`src/hdl/lusdm_consts.svh`:
```
`ifndef LUSDM_CONSTS_SVH
`define LUSDM_CONSTS_SVH

// Timing
`define LUSDM_CLK_NS 10
`define LUSDM_RST_MIN_NS 10000
`define LUSDM_RST_CYC ((`LUSDM_RST_MIN_NS + `LUSDM_CLK_NS - 1) / `LUSDM_CLK_NS)
`define LUSDM_DRV_LIMIT 8'h80

// Register byte offsets
`define LUSDM_OFF_GLB_CTRL 8'h00
`define LUSDM_OFF_RX_TERM 8'h04
`define LUSDM_OFF_TX_TERM 8'h08
`define LUSDM_OFF_RAIL 8'h0C
`define LUSDM_OFF_LINE_CODE 8'h10
`define LUSDM_OFF_GAUGE 8'h14
`define LUSDM_OFF_DRV_FAIL 8'h18
`define LUSDM_OFF_INT_STATUS 8'h1C
`define LUSDM_OFF_INT_CLEAR 8'h20
`define LUSDM_OFF_INT_ENABLE 8'h24
`define LUSDM_OFF_EFF_RX_TERM 8'h28

// Global control fields
`define LUSDM_GLB_OVR_BIT 0
`define LUSDM_GLB_IMP_LSB 1
`define LUSDM_GLB_IMP_MSB 2

// Reset values
`define LUSDM_RST_CHAN 8'h00
`define LUSDM_RST_GLB 8'h00

// Impedance codes
`define LUSDM_IMP_75 2'h2
`define LUSDM_IMP_120 2'h3

// Bus responses
`define LUSDM_RESP_OKAY 2'h0
`define LUSDM_RESP_SLVERR 2'h2

`endif

```
`src/hdl/lusdm_pkg.sv`:
```
package lusdm_pkg;

  typedef logic [7:0] lusdm_chan_t;
  typedef logic [7:0] lusdm_addr_t;
  typedef logic [1:0] lusdm_imp_t;

  typedef enum {
    LUSDM_BUS_IDLE,
    LUSDM_BUS_RESP
  } lusdm_bus_state_t;

endpackage

```
`src/hdl/lusdm_mon_if.sv`:
```
`timescale 1ns/1ps

interface lusdm_mon_if;
  logic [7:0] tx_edge;
  logic [7:0] tx_pulse;
  logic [7:0] fail;

  modport ctl (
    output tx_edge,
    output tx_pulse,
    input fail
  );

  modport mon (
    input tx_edge,
    input tx_pulse,
    output fail
  );
endinterface

```
`src/hdl/lusdm_drv_mon.sv`:
```
`timescale 1ns/1ps
`include "lusdm_consts.svh"

module lusdm_drv_mon (
  // Clock and reset
  input wire logic aclk,
  input wire logic aresetn,
  // Channel events
  lusdm_mon_if.mon mon
);

  logic [7:0] cnt_ff [8];
  logic [7:0] fail_ff;

  // Counts transmit clock edges without a pulse; saturates one past the limit
  always_ff @(posedge aclk) begin
    for (int i = 0; i < 8; i++) begin
      if (!aresetn) begin
        cnt_ff[i] <= 8'h00;
      end else if (mon.tx_edge[i]) begin
        if (mon.tx_pulse[i]) begin
          cnt_ff[i] <= 8'h00;
        end else if (cnt_ff[i] <= `LUSDM_DRV_LIMIT) begin
          cnt_ff[i] <= cnt_ff[i] + 8'h01;
        end
      end
    end
  end

  // Raised only on transmit clock edges and cleared on them or by reset, so outside reset
  // the flag spans at least one whole transmit clock cycle
  always_ff @(posedge aclk) begin
    for (int i = 0; i < 8; i++) begin
      if (!aresetn) begin
        fail_ff[i] <= 1'b0;
      end else if (mon.tx_edge[i]) begin
        if (fail_ff[i]) begin
          fail_ff[i] <= !mon.tx_pulse[i];
        end else if (!mon.tx_pulse[i] && cnt_ff[i] == `LUSDM_DRV_LIMIT) begin
          fail_ff[i] <= 1'b1;
        end
      end
    end
  end

  assign mon.fail = fail_ff;

endmodule

```
`src/hdl/lusdm_top.sv`:
```
`timescale 1ns/1ps
`include "lusdm_consts.svh"

module lusdm_top (
  // Clock and reset
  input wire logic aclk,
  input wire logic aresetn,
  // AXI4-Lite write address
  input wire logic awvalid,
  output logic awready,
  input wire logic [7:0] awaddr,
  input wire logic [2:0] awprot,
  // AXI4-Lite write data
  input wire logic wvalid,
  output logic wready,
  input wire logic [31:0] wdata,
  input wire logic [3:0] wstrb,
  // AXI4-Lite write response
  output logic bvalid,
  input wire logic bready,
  output logic [1:0] bresp,
  // AXI4-Lite read address
  input wire logic arvalid,
  output logic arready,
  input wire logic [7:0] araddr,
  input wire logic [2:0] arprot,
  // AXI4-Lite read data
  output logic rvalid,
  input wire logic rready,
  output logic [31:0] rdata,
  output logic [1:0] rresp,
  // Mode and strap pins
  input wire logic host_mode,
  input wire logic gauge_select,
  input wire logic rail_format_select,
  input wire logic line_code_select,
  input wire logic rx_term_select,
  input wire logic tx_term_select,
  input wire logic [1:0] impedance_code,
  input wire logic incircuit_tristate_n,
  // Transmit side per channel
  input wire logic [7:0] tx_clock,
  input wire logic [7:0] tx_pulse,
  // Driver monitor pins
  output logic [7:0] driver_fail_flag,
  output logic [7:0] driver_fail_flag_oe,
  // Line configuration, per channel except the single impedance_reserved bit
  output logic [7:0] gauge_26,
  output logic [7:0] single_rail,
  output logic [7:0] hdb3_enable,
  output logic [7:0] rx_term_internal,
  output logic [7:0] tx_term_internal,
  output logic [7:0] impedance_75,
  output logic [7:0] impedance_120,
  output logic impedance_reserved,
  // Interrupt
  output logic irq
);

  function automatic logic addr_is(input lusdm_pkg::lusdm_addr_t a,
                                   input lusdm_pkg::lusdm_addr_t off);
    addr_is = (a[7:2] == off[7:2]);
  endfunction

  function automatic lusdm_pkg::lusdm_chan_t pick(input logic host,
                                                   input lusdm_pkg::lusdm_chan_t reg_val,
                                                   input logic pin);
    pick = host ? reg_val : {8{pin}};
  endfunction

  // Long reset detection
  logic [9:0] rst_cnt_ff;
  logic long_rst;

  // Software registers
  logic [7:0] glb_ctrl_ff;
  lusdm_pkg::lusdm_chan_t rx_term_reg_ff;
  lusdm_pkg::lusdm_chan_t tx_term_reg_ff;
  lusdm_pkg::lusdm_chan_t rail_reg_ff;
  lusdm_pkg::lusdm_chan_t code_reg_ff;
  lusdm_pkg::lusdm_chan_t gauge_reg_ff;
  lusdm_pkg::lusdm_chan_t int_status_ff;
  lusdm_pkg::lusdm_chan_t int_enable_ff;

  // Bus state
  lusdm_pkg::lusdm_bus_state_t wr_state_ff;
  lusdm_pkg::lusdm_bus_state_t rd_state_ff;
  logic [1:0] bresp_ff;
  logic [1:0] rresp_ff;
  logic [31:0] rdata_ff;
  logic wr_take;
  logic rd_take;
  logic wr_known;
  logic [31:0] nxt_rdata;
  logic [1:0] nxt_rresp;

  // Monitor and effective configuration
  logic [7:0] tx_clock_prev_ff;
  logic [7:0] fail_prev_ff;
  logic [7:0] fail_rise;
  lusdm_pkg::lusdm_chan_t eff_rx_term;
  lusdm_pkg::lusdm_imp_t eff_imp;
  logic [7:0] drv_fail_ff;
  logic [7:0] gauge_ff;
  logic [7:0] rail_ff;
  logic [7:0] hdb3_ff;
  logic [7:0] rx_term_ff;
  logic [7:0] tx_term_ff;
  logic [7:0] imp75_ff;
  logic [7:0] imp120_ff;
  logic imp_res_ff;

  lusdm_mon_if mon_bus ();

  // A short glitch on reset restarts the bus, the monitors and the output registers; the
  // programmed configuration survives until reset has been held long enough
  always_ff @(posedge aclk) begin
    if (aresetn) begin
      rst_cnt_ff <= 10'h000;
    end else if (rst_cnt_ff != 10'(`LUSDM_RST_CYC)) begin
      rst_cnt_ff <= rst_cnt_ff + 10'h001;
    end
  end

  assign long_rst = !aresetn && (rst_cnt_ff == 10'(`LUSDM_RST_CYC));

  // Write channel: address and data are taken together in one beat
  assign wr_take = awvalid && wvalid && (wr_state_ff == lusdm_pkg::LUSDM_BUS_IDLE);
  assign awready = wr_take;
  assign wready = wr_take;
  assign bvalid = (wr_state_ff == lusdm_pkg::LUSDM_BUS_RESP);
  assign bresp = bresp_ff;

  always_comb begin
    wr_known = addr_is(awaddr, `LUSDM_OFF_GLB_CTRL) || addr_is(awaddr, `LUSDM_OFF_RX_TERM)
      || addr_is(awaddr, `LUSDM_OFF_TX_TERM) || addr_is(awaddr, `LUSDM_OFF_RAIL)
      || addr_is(awaddr, `LUSDM_OFF_LINE_CODE) || addr_is(awaddr, `LUSDM_OFF_GAUGE)
      || addr_is(awaddr, `LUSDM_OFF_INT_CLEAR) || addr_is(awaddr, `LUSDM_OFF_INT_ENABLE);
  end

  always_ff @(posedge aclk) begin
    if (!aresetn) begin
      wr_state_ff <= lusdm_pkg::LUSDM_BUS_IDLE;
      bresp_ff <= `LUSDM_RESP_OKAY;
    end else begin
      case (wr_state_ff)
        lusdm_pkg::LUSDM_BUS_IDLE: begin
          if (wr_take) begin
            wr_state_ff <= lusdm_pkg::LUSDM_BUS_RESP;
            bresp_ff <= wr_known ? `LUSDM_RESP_OKAY : `LUSDM_RESP_SLVERR;
          end
        end
        lusdm_pkg::LUSDM_BUS_RESP: begin
          if (bready) begin
            wr_state_ff <= lusdm_pkg::LUSDM_BUS_IDLE;
          end
        end
        default: begin
          wr_state_ff <= lusdm_pkg::LUSDM_BUS_IDLE;
        end
      endcase
    end
  end

  // Configuration registers; only byte lane 0 carries data
  always_ff @(posedge aclk) begin
    if (long_rst) begin
      glb_ctrl_ff <= `LUSDM_RST_GLB;
      rx_term_reg_ff <= `LUSDM_RST_CHAN;
      tx_term_reg_ff <= `LUSDM_RST_CHAN;
      rail_reg_ff <= `LUSDM_RST_CHAN;
      code_reg_ff <= `LUSDM_RST_CHAN;
      gauge_reg_ff <= `LUSDM_RST_CHAN;
      int_enable_ff <= `LUSDM_RST_CHAN;
    end else if (wr_take && wstrb[0]) begin
      if (addr_is(awaddr, `LUSDM_OFF_GLB_CTRL)) begin
        glb_ctrl_ff <= wdata[7:0];
      end
      if (addr_is(awaddr, `LUSDM_OFF_RX_TERM)) begin
        rx_term_reg_ff <= wdata[7:0];
      end
      if (addr_is(awaddr, `LUSDM_OFF_TX_TERM)) begin
        tx_term_reg_ff <= wdata[7:0];
      end
      if (addr_is(awaddr, `LUSDM_OFF_RAIL)) begin
        rail_reg_ff <= wdata[7:0];
      end
      if (addr_is(awaddr, `LUSDM_OFF_LINE_CODE)) begin
        code_reg_ff <= wdata[7:0];
      end
      if (addr_is(awaddr, `LUSDM_OFF_GAUGE)) begin
        gauge_reg_ff <= wdata[7:0];
      end
      if (addr_is(awaddr, `LUSDM_OFF_INT_ENABLE)) begin
        int_enable_ff <= wdata[7:0];
      end
    end
  end

  // Sticky driver-fail events; a new event beats a clear in the same cycle
  assign fail_rise = mon_bus.fail & ~fail_prev_ff;

  always_ff @(posedge aclk) begin
    if (long_rst) begin
      int_status_ff <= `LUSDM_RST_CHAN;
    end else if (wr_take && wstrb[0] && addr_is(awaddr, `LUSDM_OFF_INT_CLEAR)) begin
      int_status_ff <= (int_status_ff & ~wdata[7:0]) | fail_rise;
    end else begin
      int_status_ff <= int_status_ff | fail_rise;
    end
  end

  assign irq = |(int_status_ff & int_enable_ff);

  // Read channel
  assign rd_take = arvalid && (rd_state_ff == lusdm_pkg::LUSDM_BUS_IDLE);
  assign arready = (rd_state_ff == lusdm_pkg::LUSDM_BUS_IDLE);
  assign rvalid = (rd_state_ff == lusdm_pkg::LUSDM_BUS_RESP);
  assign rdata = rdata_ff;
  assign rresp = rresp_ff;

  always_comb begin
    nxt_rdata = 32'h0000_0000;
    nxt_rresp = `LUSDM_RESP_OKAY;
    if (addr_is(araddr, `LUSDM_OFF_GLB_CTRL)) begin
      nxt_rdata[7:0] = glb_ctrl_ff;
    end else if (addr_is(araddr, `LUSDM_OFF_RX_TERM)) begin
      nxt_rdata[7:0] = rx_term_reg_ff;
    end else if (addr_is(araddr, `LUSDM_OFF_TX_TERM)) begin
      nxt_rdata[7:0] = tx_term_reg_ff;
    end else if (addr_is(araddr, `LUSDM_OFF_RAIL)) begin
      nxt_rdata[7:0] = rail_reg_ff;
    end else if (addr_is(araddr, `LUSDM_OFF_LINE_CODE)) begin
      nxt_rdata[7:0] = code_reg_ff;
    end else if (addr_is(araddr, `LUSDM_OFF_GAUGE)) begin
      nxt_rdata[7:0] = gauge_reg_ff;
    end else if (addr_is(araddr, `LUSDM_OFF_DRV_FAIL)) begin
      nxt_rdata[7:0] = mon_bus.fail;
    end else if (addr_is(araddr, `LUSDM_OFF_INT_STATUS)) begin
      nxt_rdata[7:0] = int_status_ff;
    end else if (addr_is(araddr, `LUSDM_OFF_INT_ENABLE)) begin
      nxt_rdata[7:0] = int_enable_ff;
    end else if (addr_is(araddr, `LUSDM_OFF_EFF_RX_TERM)) begin
      nxt_rdata[7:0] = eff_rx_term;
    end else if (addr_is(araddr, `LUSDM_OFF_INT_CLEAR)) begin
      nxt_rdata = 32'h0000_0000;
    end else begin
      nxt_rresp = `LUSDM_RESP_SLVERR;
    end
  end

  always_ff @(posedge aclk) begin
    if (!aresetn) begin
      rd_state_ff <= lusdm_pkg::LUSDM_BUS_IDLE;
      rdata_ff <= 32'h0000_0000;
      rresp_ff <= `LUSDM_RESP_OKAY;
    end else begin
      case (rd_state_ff)
        lusdm_pkg::LUSDM_BUS_IDLE: begin
          if (rd_take) begin
            rd_state_ff <= lusdm_pkg::LUSDM_BUS_RESP;
            rdata_ff <= nxt_rdata;
            rresp_ff <= nxt_rresp;
          end
        end
        lusdm_pkg::LUSDM_BUS_RESP: begin
          if (rready) begin
            rd_state_ff <= lusdm_pkg::LUSDM_BUS_IDLE;
          end
        end
        default: begin
          rd_state_ff <= lusdm_pkg::LUSDM_BUS_IDLE;
        end
      endcase
    end
  end

  // Transmit clocks arrive synchronous to aclk, so a plain edge detect serves
  // The previous level follows the pin through reset, so release shows no false edge
  always_ff @(posedge aclk) begin
    if (!aresetn) begin
      tx_clock_prev_ff <= tx_clock;
      fail_prev_ff <= 8'h00;
    end else begin
      tx_clock_prev_ff <= tx_clock;
      fail_prev_ff <= mon_bus.fail;
    end
  end

  assign mon_bus.tx_edge = tx_clock & ~tx_clock_prev_ff;
  assign mon_bus.tx_pulse = tx_pulse;

  lusdm_drv_mon u_drv_mon (
    .aclk(aclk),
    .aresetn(aresetn),
    .mon(mon_bus.mon)
  );

  // Effective configuration
  always_comb begin
    if (host_mode && glb_ctrl_ff[`LUSDM_GLB_OVR_BIT]) begin
      eff_rx_term = {8{rx_term_select}};
    end else begin
      eff_rx_term = pick(host_mode, rx_term_reg_ff, rx_term_select);
    end
  end

  assign eff_imp = host_mode ? glb_ctrl_ff[`LUSDM_GLB_IMP_MSB:`LUSDM_GLB_IMP_LSB]
                             : impedance_code;

  always_ff @(posedge aclk) begin
    if (!aresetn) begin
      drv_fail_ff <= 8'h00;
      gauge_ff <= 8'h00;
      rail_ff <= 8'h00;
      hdb3_ff <= 8'h00;
      rx_term_ff <= 8'h00;
      tx_term_ff <= 8'h00;
      imp75_ff <= 8'h00;
      imp120_ff <= 8'h00;
      imp_res_ff <= 1'b1;
    end else begin
      drv_fail_ff <= mon_bus.fail;
      gauge_ff <= pick(host_mode, gauge_reg_ff, gauge_select);
      rail_ff <= pick(host_mode, rail_reg_ff, rail_format_select);
      // Coding is only ours to do in single-rail format
      hdb3_ff <= pick(host_mode, rail_reg_ff, rail_format_select)
        & pick(host_mode, code_reg_ff, line_code_select);
      rx_term_ff <= eff_rx_term;
      tx_term_ff <= pick(host_mode, tx_term_reg_ff, tx_term_select);
      imp75_ff <= {8{eff_imp == `LUSDM_IMP_75}};
      imp120_ff <= {8{eff_imp == `LUSDM_IMP_120}};
      imp_res_ff <= !eff_imp[1];
    end
  end

  // Test input tristates only the driver fail flag pins without disturbing the internal state
  assign driver_fail_flag = drv_fail_ff;
  assign driver_fail_flag_oe = {8{incircuit_tristate_n}};
  assign gauge_26 = gauge_ff;
  assign single_rail = rail_ff;
  assign hdb3_enable = hdb3_ff;
  assign rx_term_internal = rx_term_ff;
  assign tx_term_internal = tx_term_ff;
  assign impedance_75 = imp75_ff;
  assign impedance_120 = imp120_ff;
  assign impedance_reserved = imp_res_ff;

endmodule
```
`config.mk`:
```
export PLATFORM = sky130hd
export DESIGN_NAME = lusdm_top
export DESIGN_NICKNAME = d
export VERILOG_FILES = /design/src/hdl/lusdm_pkg.sv /design/src/hdl/lusdm_mon_if.sv /design/src/hdl/lusdm_drv_mon.sv /design/src/hdl/lusdm_top.sv
export VERILOG_INCLUDE_DIRS = /design/src /design/src/hdl
export SDC_FILE = /design/constraint.sdc
export NUM_CORES = 1
export LEC_CHECK = 0
export BUFFER_PORTS_ARGS = -buffer_cell sky130_fd_sc_hd__buf_2
export CORE_MARGIN = 2
export CORE_UTILIZATION = 55
export DETAILED_ROUTE_END_ITERATION = 16
export GPL_TIMING_DRIVEN = 0
export PLACE_DENSITY = 0.8
export SETUP_SLACK_MARGIN = 0.15
export SYNTH_ARGS = -nofsm -noshare
export SYNTH_HDL_FRONTEND = slang
export SYNTH_SLANG_ARGS = --single-unit
```
`constraint.sdc`:
```
create_clock -name aclk -period 2.3 [get_ports aclk]
set_input_delay 0.23 -clock aclk [delete_from_list [all_inputs] [get_ports aclk]]
set_output_delay 0.23 -clock aclk [all_outputs]
set_load 0.02 [all_outputs]
```
==> flow_summary.json, run 1 <==
{
  "routedWlPerCell_um": 17.16,
  "setup_slack_ns": 0.2616,
  "preCtsSetupSlack_ns": -0.3907,
  "multi_input_area_um2": 4476,
  "dp.cells": 1390,
  "htreeDepth": 1,
  "synth_top_area_frac": 0.3059,
  "netlist_top_cells_count": "nor2_1, dfxtp_1, nand2_1, mux2i_1, edfxtp_1",
  "grt_pass1_vias": 7727,
  "grt_max_degree": 14,
  "reg2reg_from": "u_drv_mon.cnt_ff[1][5]",
  "yosysTopAreaCell": "dfxtp_1",
  "cts_tree": "done",
  "vias": 7924,
  "grtUsageTotal": 0.2535,
  "antenna_left": 0,
  "ys_warn_count": 0,
  "netlist_instances": 1006,
  "power_density_nw_per_um2": 738.5,
  "wl_um": 24880,
  "holdCritPathClass": "in2reg",
  "setup_viol": 0,
  "antenna_found_initial": 1,
  "dr.pass1.iters": 5,
  "drive_above_1_share": 0.2115,
  "fmax_mhz": 490.6,
  "start_util": 0.5593,
  "outcome": "completed",
  "worst_setup_path_end_kind": "flip-flop",
  "synthTopCellsByArea": "dfxtp_1, edfxtp_1, mux2i_1, nor2_1, buf_4",
  "insertion_delay_ns": 0.52,
  "synth_cell_types": 56,
  "crit_type": "reg2reg",
  "power_leakage_nw": 5.204,
  "fin_cells": 1450,
  "worst_pin_slew_ns": 1.120,
  "worst_ep_arrival_time_ns": 2.24,
  "fin_area_um2": 11980,
  "clockBufferDepth": 3,
  "root_buffer": "clkbuf_16",
  "netlist_area_um2": 10010,
  "ioPinCount": 205,
  "layout.nets": 1311,
  "die_w_um": 138.9,
  "grt-ovfl-total": 0,
  "p_total_mw": 8.846,
  "cts_sinks": 217,
  "synth.most_common_cell": "nor2_1",
  "ys_seq_area_frac": 0.4979,
  "slew-limit-headroom": 0.2467,
  "die_area_um2": 19300,
  "finalHoldViolations": 0,
  "synth_area_per_cell_um2": 9.952,
  "crit_path_max_fanout": 9,
  "dp_hpwl_um": 17880,
  "clkTransAtPathRegs_ns": 0.06,
  "critPathLaunch": "u_drv_mon.cnt_ff[1][5]",
  "fin_worst_skew_ns": 0.007108,
  "peakVddDrop_uv": 565.5,
  "io_buffers": 130,
  "grt_pass1_wl_um": 39640,
  "fillers": 1397,
  "numCtsBuffers": 24,
  "worstSetupStartpointType": "flip-flop",
  "async_flop_share": 0,
  "drt_iter0_markers": 679,
  "ys_ff_latch": 217,
  "period_needed_ns": 2.038,
  "max_cap_viol_count": 0,
  "ys.flop_type": "dfxtp_1",
  "final_max_slew_viol_count": 0,
  "die_h_um": 138.9,
  "min_from": "tx_pulse[7]",
  "coreArea_um2": 17900,
  "regArea_um2": 4985,
  "route.detailed.drc": 0,
  "grt_setup_unrepaired": "false",
  "finalCritPeriodShare": 0.8863,
  "synth_edf_count": 64,
  "globalplace.congestion": 0.9232,
  "cp.required_ns": 2.50,
  "dpl_cell_area_um2": 11040,
  "floorplan.rows": 49,
  "vias_per_cell": 5.465,
  "area_growth_pct": 19.63
}
[cell families after synthesis]
logic type      share of synthesized area
other cells                     0.0003745
compound gates                    0.08448
simple gates                       0.1912
fa+ha+maj                         0.02249
flops                              0.4979
buf+inv                           0.06523
mux                               0.09548
xor+xnor                          0.04286
[metal layers]
metal	wire [µm]	share of wire	track usage
met1	10140	0.41	0.3218
met2	11920	0.48	0.4257
met3	1827	0.073	0.05007
met4	991	0.040	0.1053
met5	0	0	0
[timing repair]
item / CTS / global route
gates resized for setup: 1 / 4
endpoints found under the setup margin: 8 / 68
gates cloned: 0 / 0
buffers inserted: 0 / 0
hold buffers: 16 / 0
endpoints found under the hold margin: 15 / 0
[where the power goes]
| group | internal, mW | leakage [nW] | switching [mW] |
|---|---|---|---|
| clock | 2.16 | 0.383 | 1.54 |
| combinational | 0.348 | 2.89 | 0.513 |
| sequential | 4.13 | 1.93 | 0.162 |
| total | 6.63 | 5.20 | 2.21 |
[layout by cell type, fill, tap and decap left out, drive strengths merged, types with 20 or more instances in the layout]
cell type,Yosys,routed
nand2,89,89
nand3,32,32
mux2i,73,73
a21oi,22,22
dfxtp,153,153
conb,1,26
buf,59,189
a21boi,34,34
nor2b,26,26
edfxtp,64,64
clkbuf,28,57
xor2,35,35
o21ai,20,20
nor2,158,158
inv,36,37
[sequential cells by signal, indices dropped and copies added, names as in the netlist, 8 cells and up]
signal	flops
u_drv_mon.cnt_ff	64
rst_cnt_ff	10
code_reg_ff	8
driver_fail_flag	8
gauge_26	8
gauge_reg_ff	8
glb_ctrl_ff	8
hdb3_enable	8
int_enable_ff	8
int_status_ff	8
rail_reg_ff	8
rdata	8
rx_term_internal	8
rx_term_reg_ff	8
single_rail	8
tx_clock_prev_ff	8
tx_term_internal	8
tx_term_reg_ff	8
u_drv_mon.mon.fail	8
[critical path: stages, from the launching register on]
cell and delay, ns:
edfxtp_1 0.45, nor3_1 0.22, nand4_1 0.17, nand2_1 0.11, nand4b_1 0.39, nand3_2 0.38
[final timing paths]
kind	cells after the start	to	slack [ns]
worst min-delay path	4	u_drv_mon.mon.fail[7]	0.02
worst min register to register	2	rdata[7]	0.46
worst max register to register	5	u_drv_mon.cnt_ff[1][4]	0.26
worst max-delay path	5	u_drv_mon.cnt_ff[1][4]	0.26
[stage by stage]
step / hold slack, ns / TNS (ns) / utilization
CTS: 0.01021 / 0 / 0.6684
floorplan: 0.2577 / 0 / -
finish: 0.01625 / 0 / 0.6691
global route: 0.03830 / 0 / 0.6689
global placement: 0.3434 / -20.36 / 0.6169
detailed placement: 0.3443 / -18.38 / 0.6169
[layout make-up]
cell class / instances / area share
inverter: 36 / 0.01128
clock buffer: 29 / 0.05516
multi-input combinational: 691 / 0.3737
sequential: 217 / 0.4162
timing repair buffer: 146 / 0.06769
tap: 229 / 0.02392
clock inverter: 14 / 0.008461
buffer: 87 / 0.04346
antenna: 1 / 0.0002089
(Power assumes the default switching activity.)
==> inputs of run 2 (changes only) <==
--- a/config.mk
+++ b/config.mk
@@ -8,10 +8,11 @@
 export LEC_CHECK = 0
 export BUFFER_PORTS_ARGS = -buffer_cell sky130_fd_sc_hd__buf_2
 export CORE_MARGIN = 2
-export CORE_UTILIZATION = 55
+export CORE_UTILIZATION = 50
 export DETAILED_ROUTE_END_ITERATION = 16
 export GPL_TIMING_DRIVEN = 0
-export PLACE_DENSITY = 0.8
+export MAX_ROUTING_LAYER = met4
+export PLACE_DENSITY = 0.77
 export SETUP_SLACK_MARGIN = 0.15
 export SYNTH_ARGS = -nofsm -noshare
 export SYNTH_HDL_FRONTEND = slang
==> constraint.sdc (replaced) <==
create_clock -name aclk -period 1.8 [get_ports aclk]
set_input_delay 0.18 -clock aclk [delete_from_list [all_inputs] [get_ports aclk]]
set_output_delay 0.18 -clock aclk [all_outputs]
set_load 0.02 [all_outputs]
==> run 2 against run 1 <==
Net effect:
- utilization shrank 2.0 points
- sequential power increased by 28%
- fmax increased by 22%
- clock power is 20% higher
- die area up 9.7%
- via count increased by 2.1%
- clock-buffer cell count rose by 2
- cell area grew 5.8%
- largest cell class unchanged
- largest power group unchanged
- highest routed layer unchanged
==> flow_summary.json, run 2 (synthesis gave the netlist of run 1 again) <==
{
  "vias_per_cell": 5.255,
  "drt_iter0_markers": 644,
  "layout.nets": 1365,
  "outcome": "completed",
  "fillers": 1571,
  "cp.required_ns": 2.15,
  "final_max_slew_viol_count": 0,
  "clockBufferDepth": 3,
  "worst_ep_arrival_time_ns": 2.02,
  "multi_input_area_um2": 4681,
  "reg2reg_from": "u_drv_mon.cnt_ff[0][26]",
  "grt_max_degree": 15,
  "setup_viol": 0,
  "globalplace.congestion": 0.9521,
  "peakVddDrop_uv": 648.0,
  "crit_type": "reg2reg",
  "slew-limit-headroom": 0.2695,
  "io_buffers": 130,
  "largest_register_ffs": 64,
  "grtUsageTotal": 0.2350,
  "numCtsBuffers": 23,
  "start_util": 0.5128,
  "critPathLaunch": "u_drv_mon.cnt_ff[0][26]",
  "die_area_um2": 21170,
  "max_cap_viol_count": 0,
  "slowest_stage": "edfxtp_1",
  "grt_pass1_wl_um": 39110,
  "ioPinCount": 205,
  "worstSetupStartpointType": "flip-flop",
  "coreArea_um2": 19530,
  "reg.largest.list": "u_drv_mon.cnt_ff x64, rst_cnt_ff x10",
  "grt_setup_unrepaired": "true",
  "hold_ws_ns": 0.03210,
  "fin_worst_skew_ns": 0.01656,
  "area_growth_pct": 26.59,
  "finalCritPeriodShare": 0.9253,
  "cts_sinks": 217,
  "insertion_delay_ns": 0.51,
  "final_cell_mix": "nor2_1, dfxtp_1, buf_2, buf_4, nand2_1",
  "finalHoldViolations": 0,
  "wl_um": 26110,
  "die_w_um": 145.5,
  "final_common_cell": "nor2_1",
  "top_register": "u_drv_mon.cnt_ff",
  "drive_above_1_share": 0.2704,
  "dp.cells": 1426,
  "fin_cells": 1540,
  "slowest_delay_ns": 0.44,
  "dr.pass1.iters": 5,
  "routedWlPerCell_um": 16.95,
  "power_leakage_nw": 5.502,
  "cts_tree": "done",
  "die_h_um": 145.5,
  "grt_pass1_vias": 7465,
  "root_buffer": "clkbuf_16",
  "clkTransAtPathRegs_ns": 0.06,
  "vias": 8092,
  "dp_hpwl_um": 17920,
  "crit_chain": "nor4_4, a21bo_2, nand4b_1, buf_4, nor2_1",
  "antenna_left": 0,
  "power_density_nw_per_um2": 880.2,
  "htreeDepth": 1,
  "period_needed_ns": 1.666,
  "grt-ovfl-total": 0,
  "route.detailed.drc": 0,
  "regArea_um2": 4989,
  "floorplan.rows": 51,
  "worst_setup_path_end_kind": "flip-flop",
  "min_from": "impedance_code[1]",
  "antenna_found_initial": 3,
  "fmax_mhz": 600.4,
  "holdCritPathClass": "in2reg",
  "worst_pin_slew_ns": 1.086,
  "crit_path_max_fanout": 5
}
run 2: cell count changes in the layout (fill, tap and decap cells not counted), sizes merged:
cell / before / now
clkinvlp: 1 / 3
diode: 1 / 3
dlygate4sd3: 16 / 20
clkbuf: 57 / 56
clkinv: 11 / 7
bufinv: 1 / 0
buf: 189 / 243
inv: 37 / 35
run 2: worst paths after layout:
path | endpoint | slack, ns | cells past startpoint
max | u_drv_mon.cnt_ff[0][27] | 0.13 | 5
min reg2reg | rdata[7] | 0.49 | 2
min | impedance_reserved | 0.03 | 3
max reg2reg | u_drv_mon.cnt_ff[0][27] | 0.13 | 5
run 2: routing by layer:
layer | track usage | vias up | part of all wire
met5 | - | - | 0
met4 | 0.08382 | 0 | 0.034
met3 | 0.04859 | 69 | 0.072
met2 | 0.3858 | 296 | 0.48
met1 | 0.2888 | 3816 | 0.41
li1 | - | 3911 | -
run 2: stage by stage:
step	setup TNS [ns]	area, µm²	power (mW)	util	setup WS, ns
after detailed placement	-61.56	11110	6.630	0.5692	-0.6962
after global placement	-62.75	11110	6.604	0.5692	-0.7136
after global routing	0	12670	11.54	0.6491	0.1048
final	0	12670	11.16	0.6491	0.1345
after floorplan	0	10130	6.261	-	0.1515
after CTS	0	12340	11.13	0.6319	0.1490
run 2: final cells by class:
| class | instances | area share |
|---|---|---|
| diodes | 3 | 0.0005923 |
| plain buffers | 87 | 0.04334 |
| clock buffers | 31 | 0.05183 |
| clock inverters | 9 | 0.003850 |
| inverters | 36 | 0.01096 |
| multi-input cells | 691 | 0.3693 |
| flip-flops and latches | 217 | 0.3936 |
| well taps | 265 | 0.02616 |
| repair buffers | 201 | 0.1004 |
run 2: worst max-delay path, delay by kind of cell (launching register included):
kind                   cells  cell delay [ns]
AOI/OAI and AO/OA          1             0.22
buffers and inverters      1             0.21
DFF                        1             0.44
and+or+nand+nor            3             0.64
run 2: timing repair:
item,in CTS,in global routing
hold buffers,20,0
pin swaps,8,10
endpoints found under the hold margin,19,0
buffers inserted,22,29
endpoints found under the setup margin,190,180
resized for setup,31,43
run 2: power by group:
group	total, mW	internal [mW]	switching [mW]	leakage, nW
Sequential	5.49	5.27	0.211	1.93
Combinational	1.23	0.528	0.701	3.22
Clock	4.44	2.55	1.89	0.347
Total	11.2	8.36	2.80	5.50
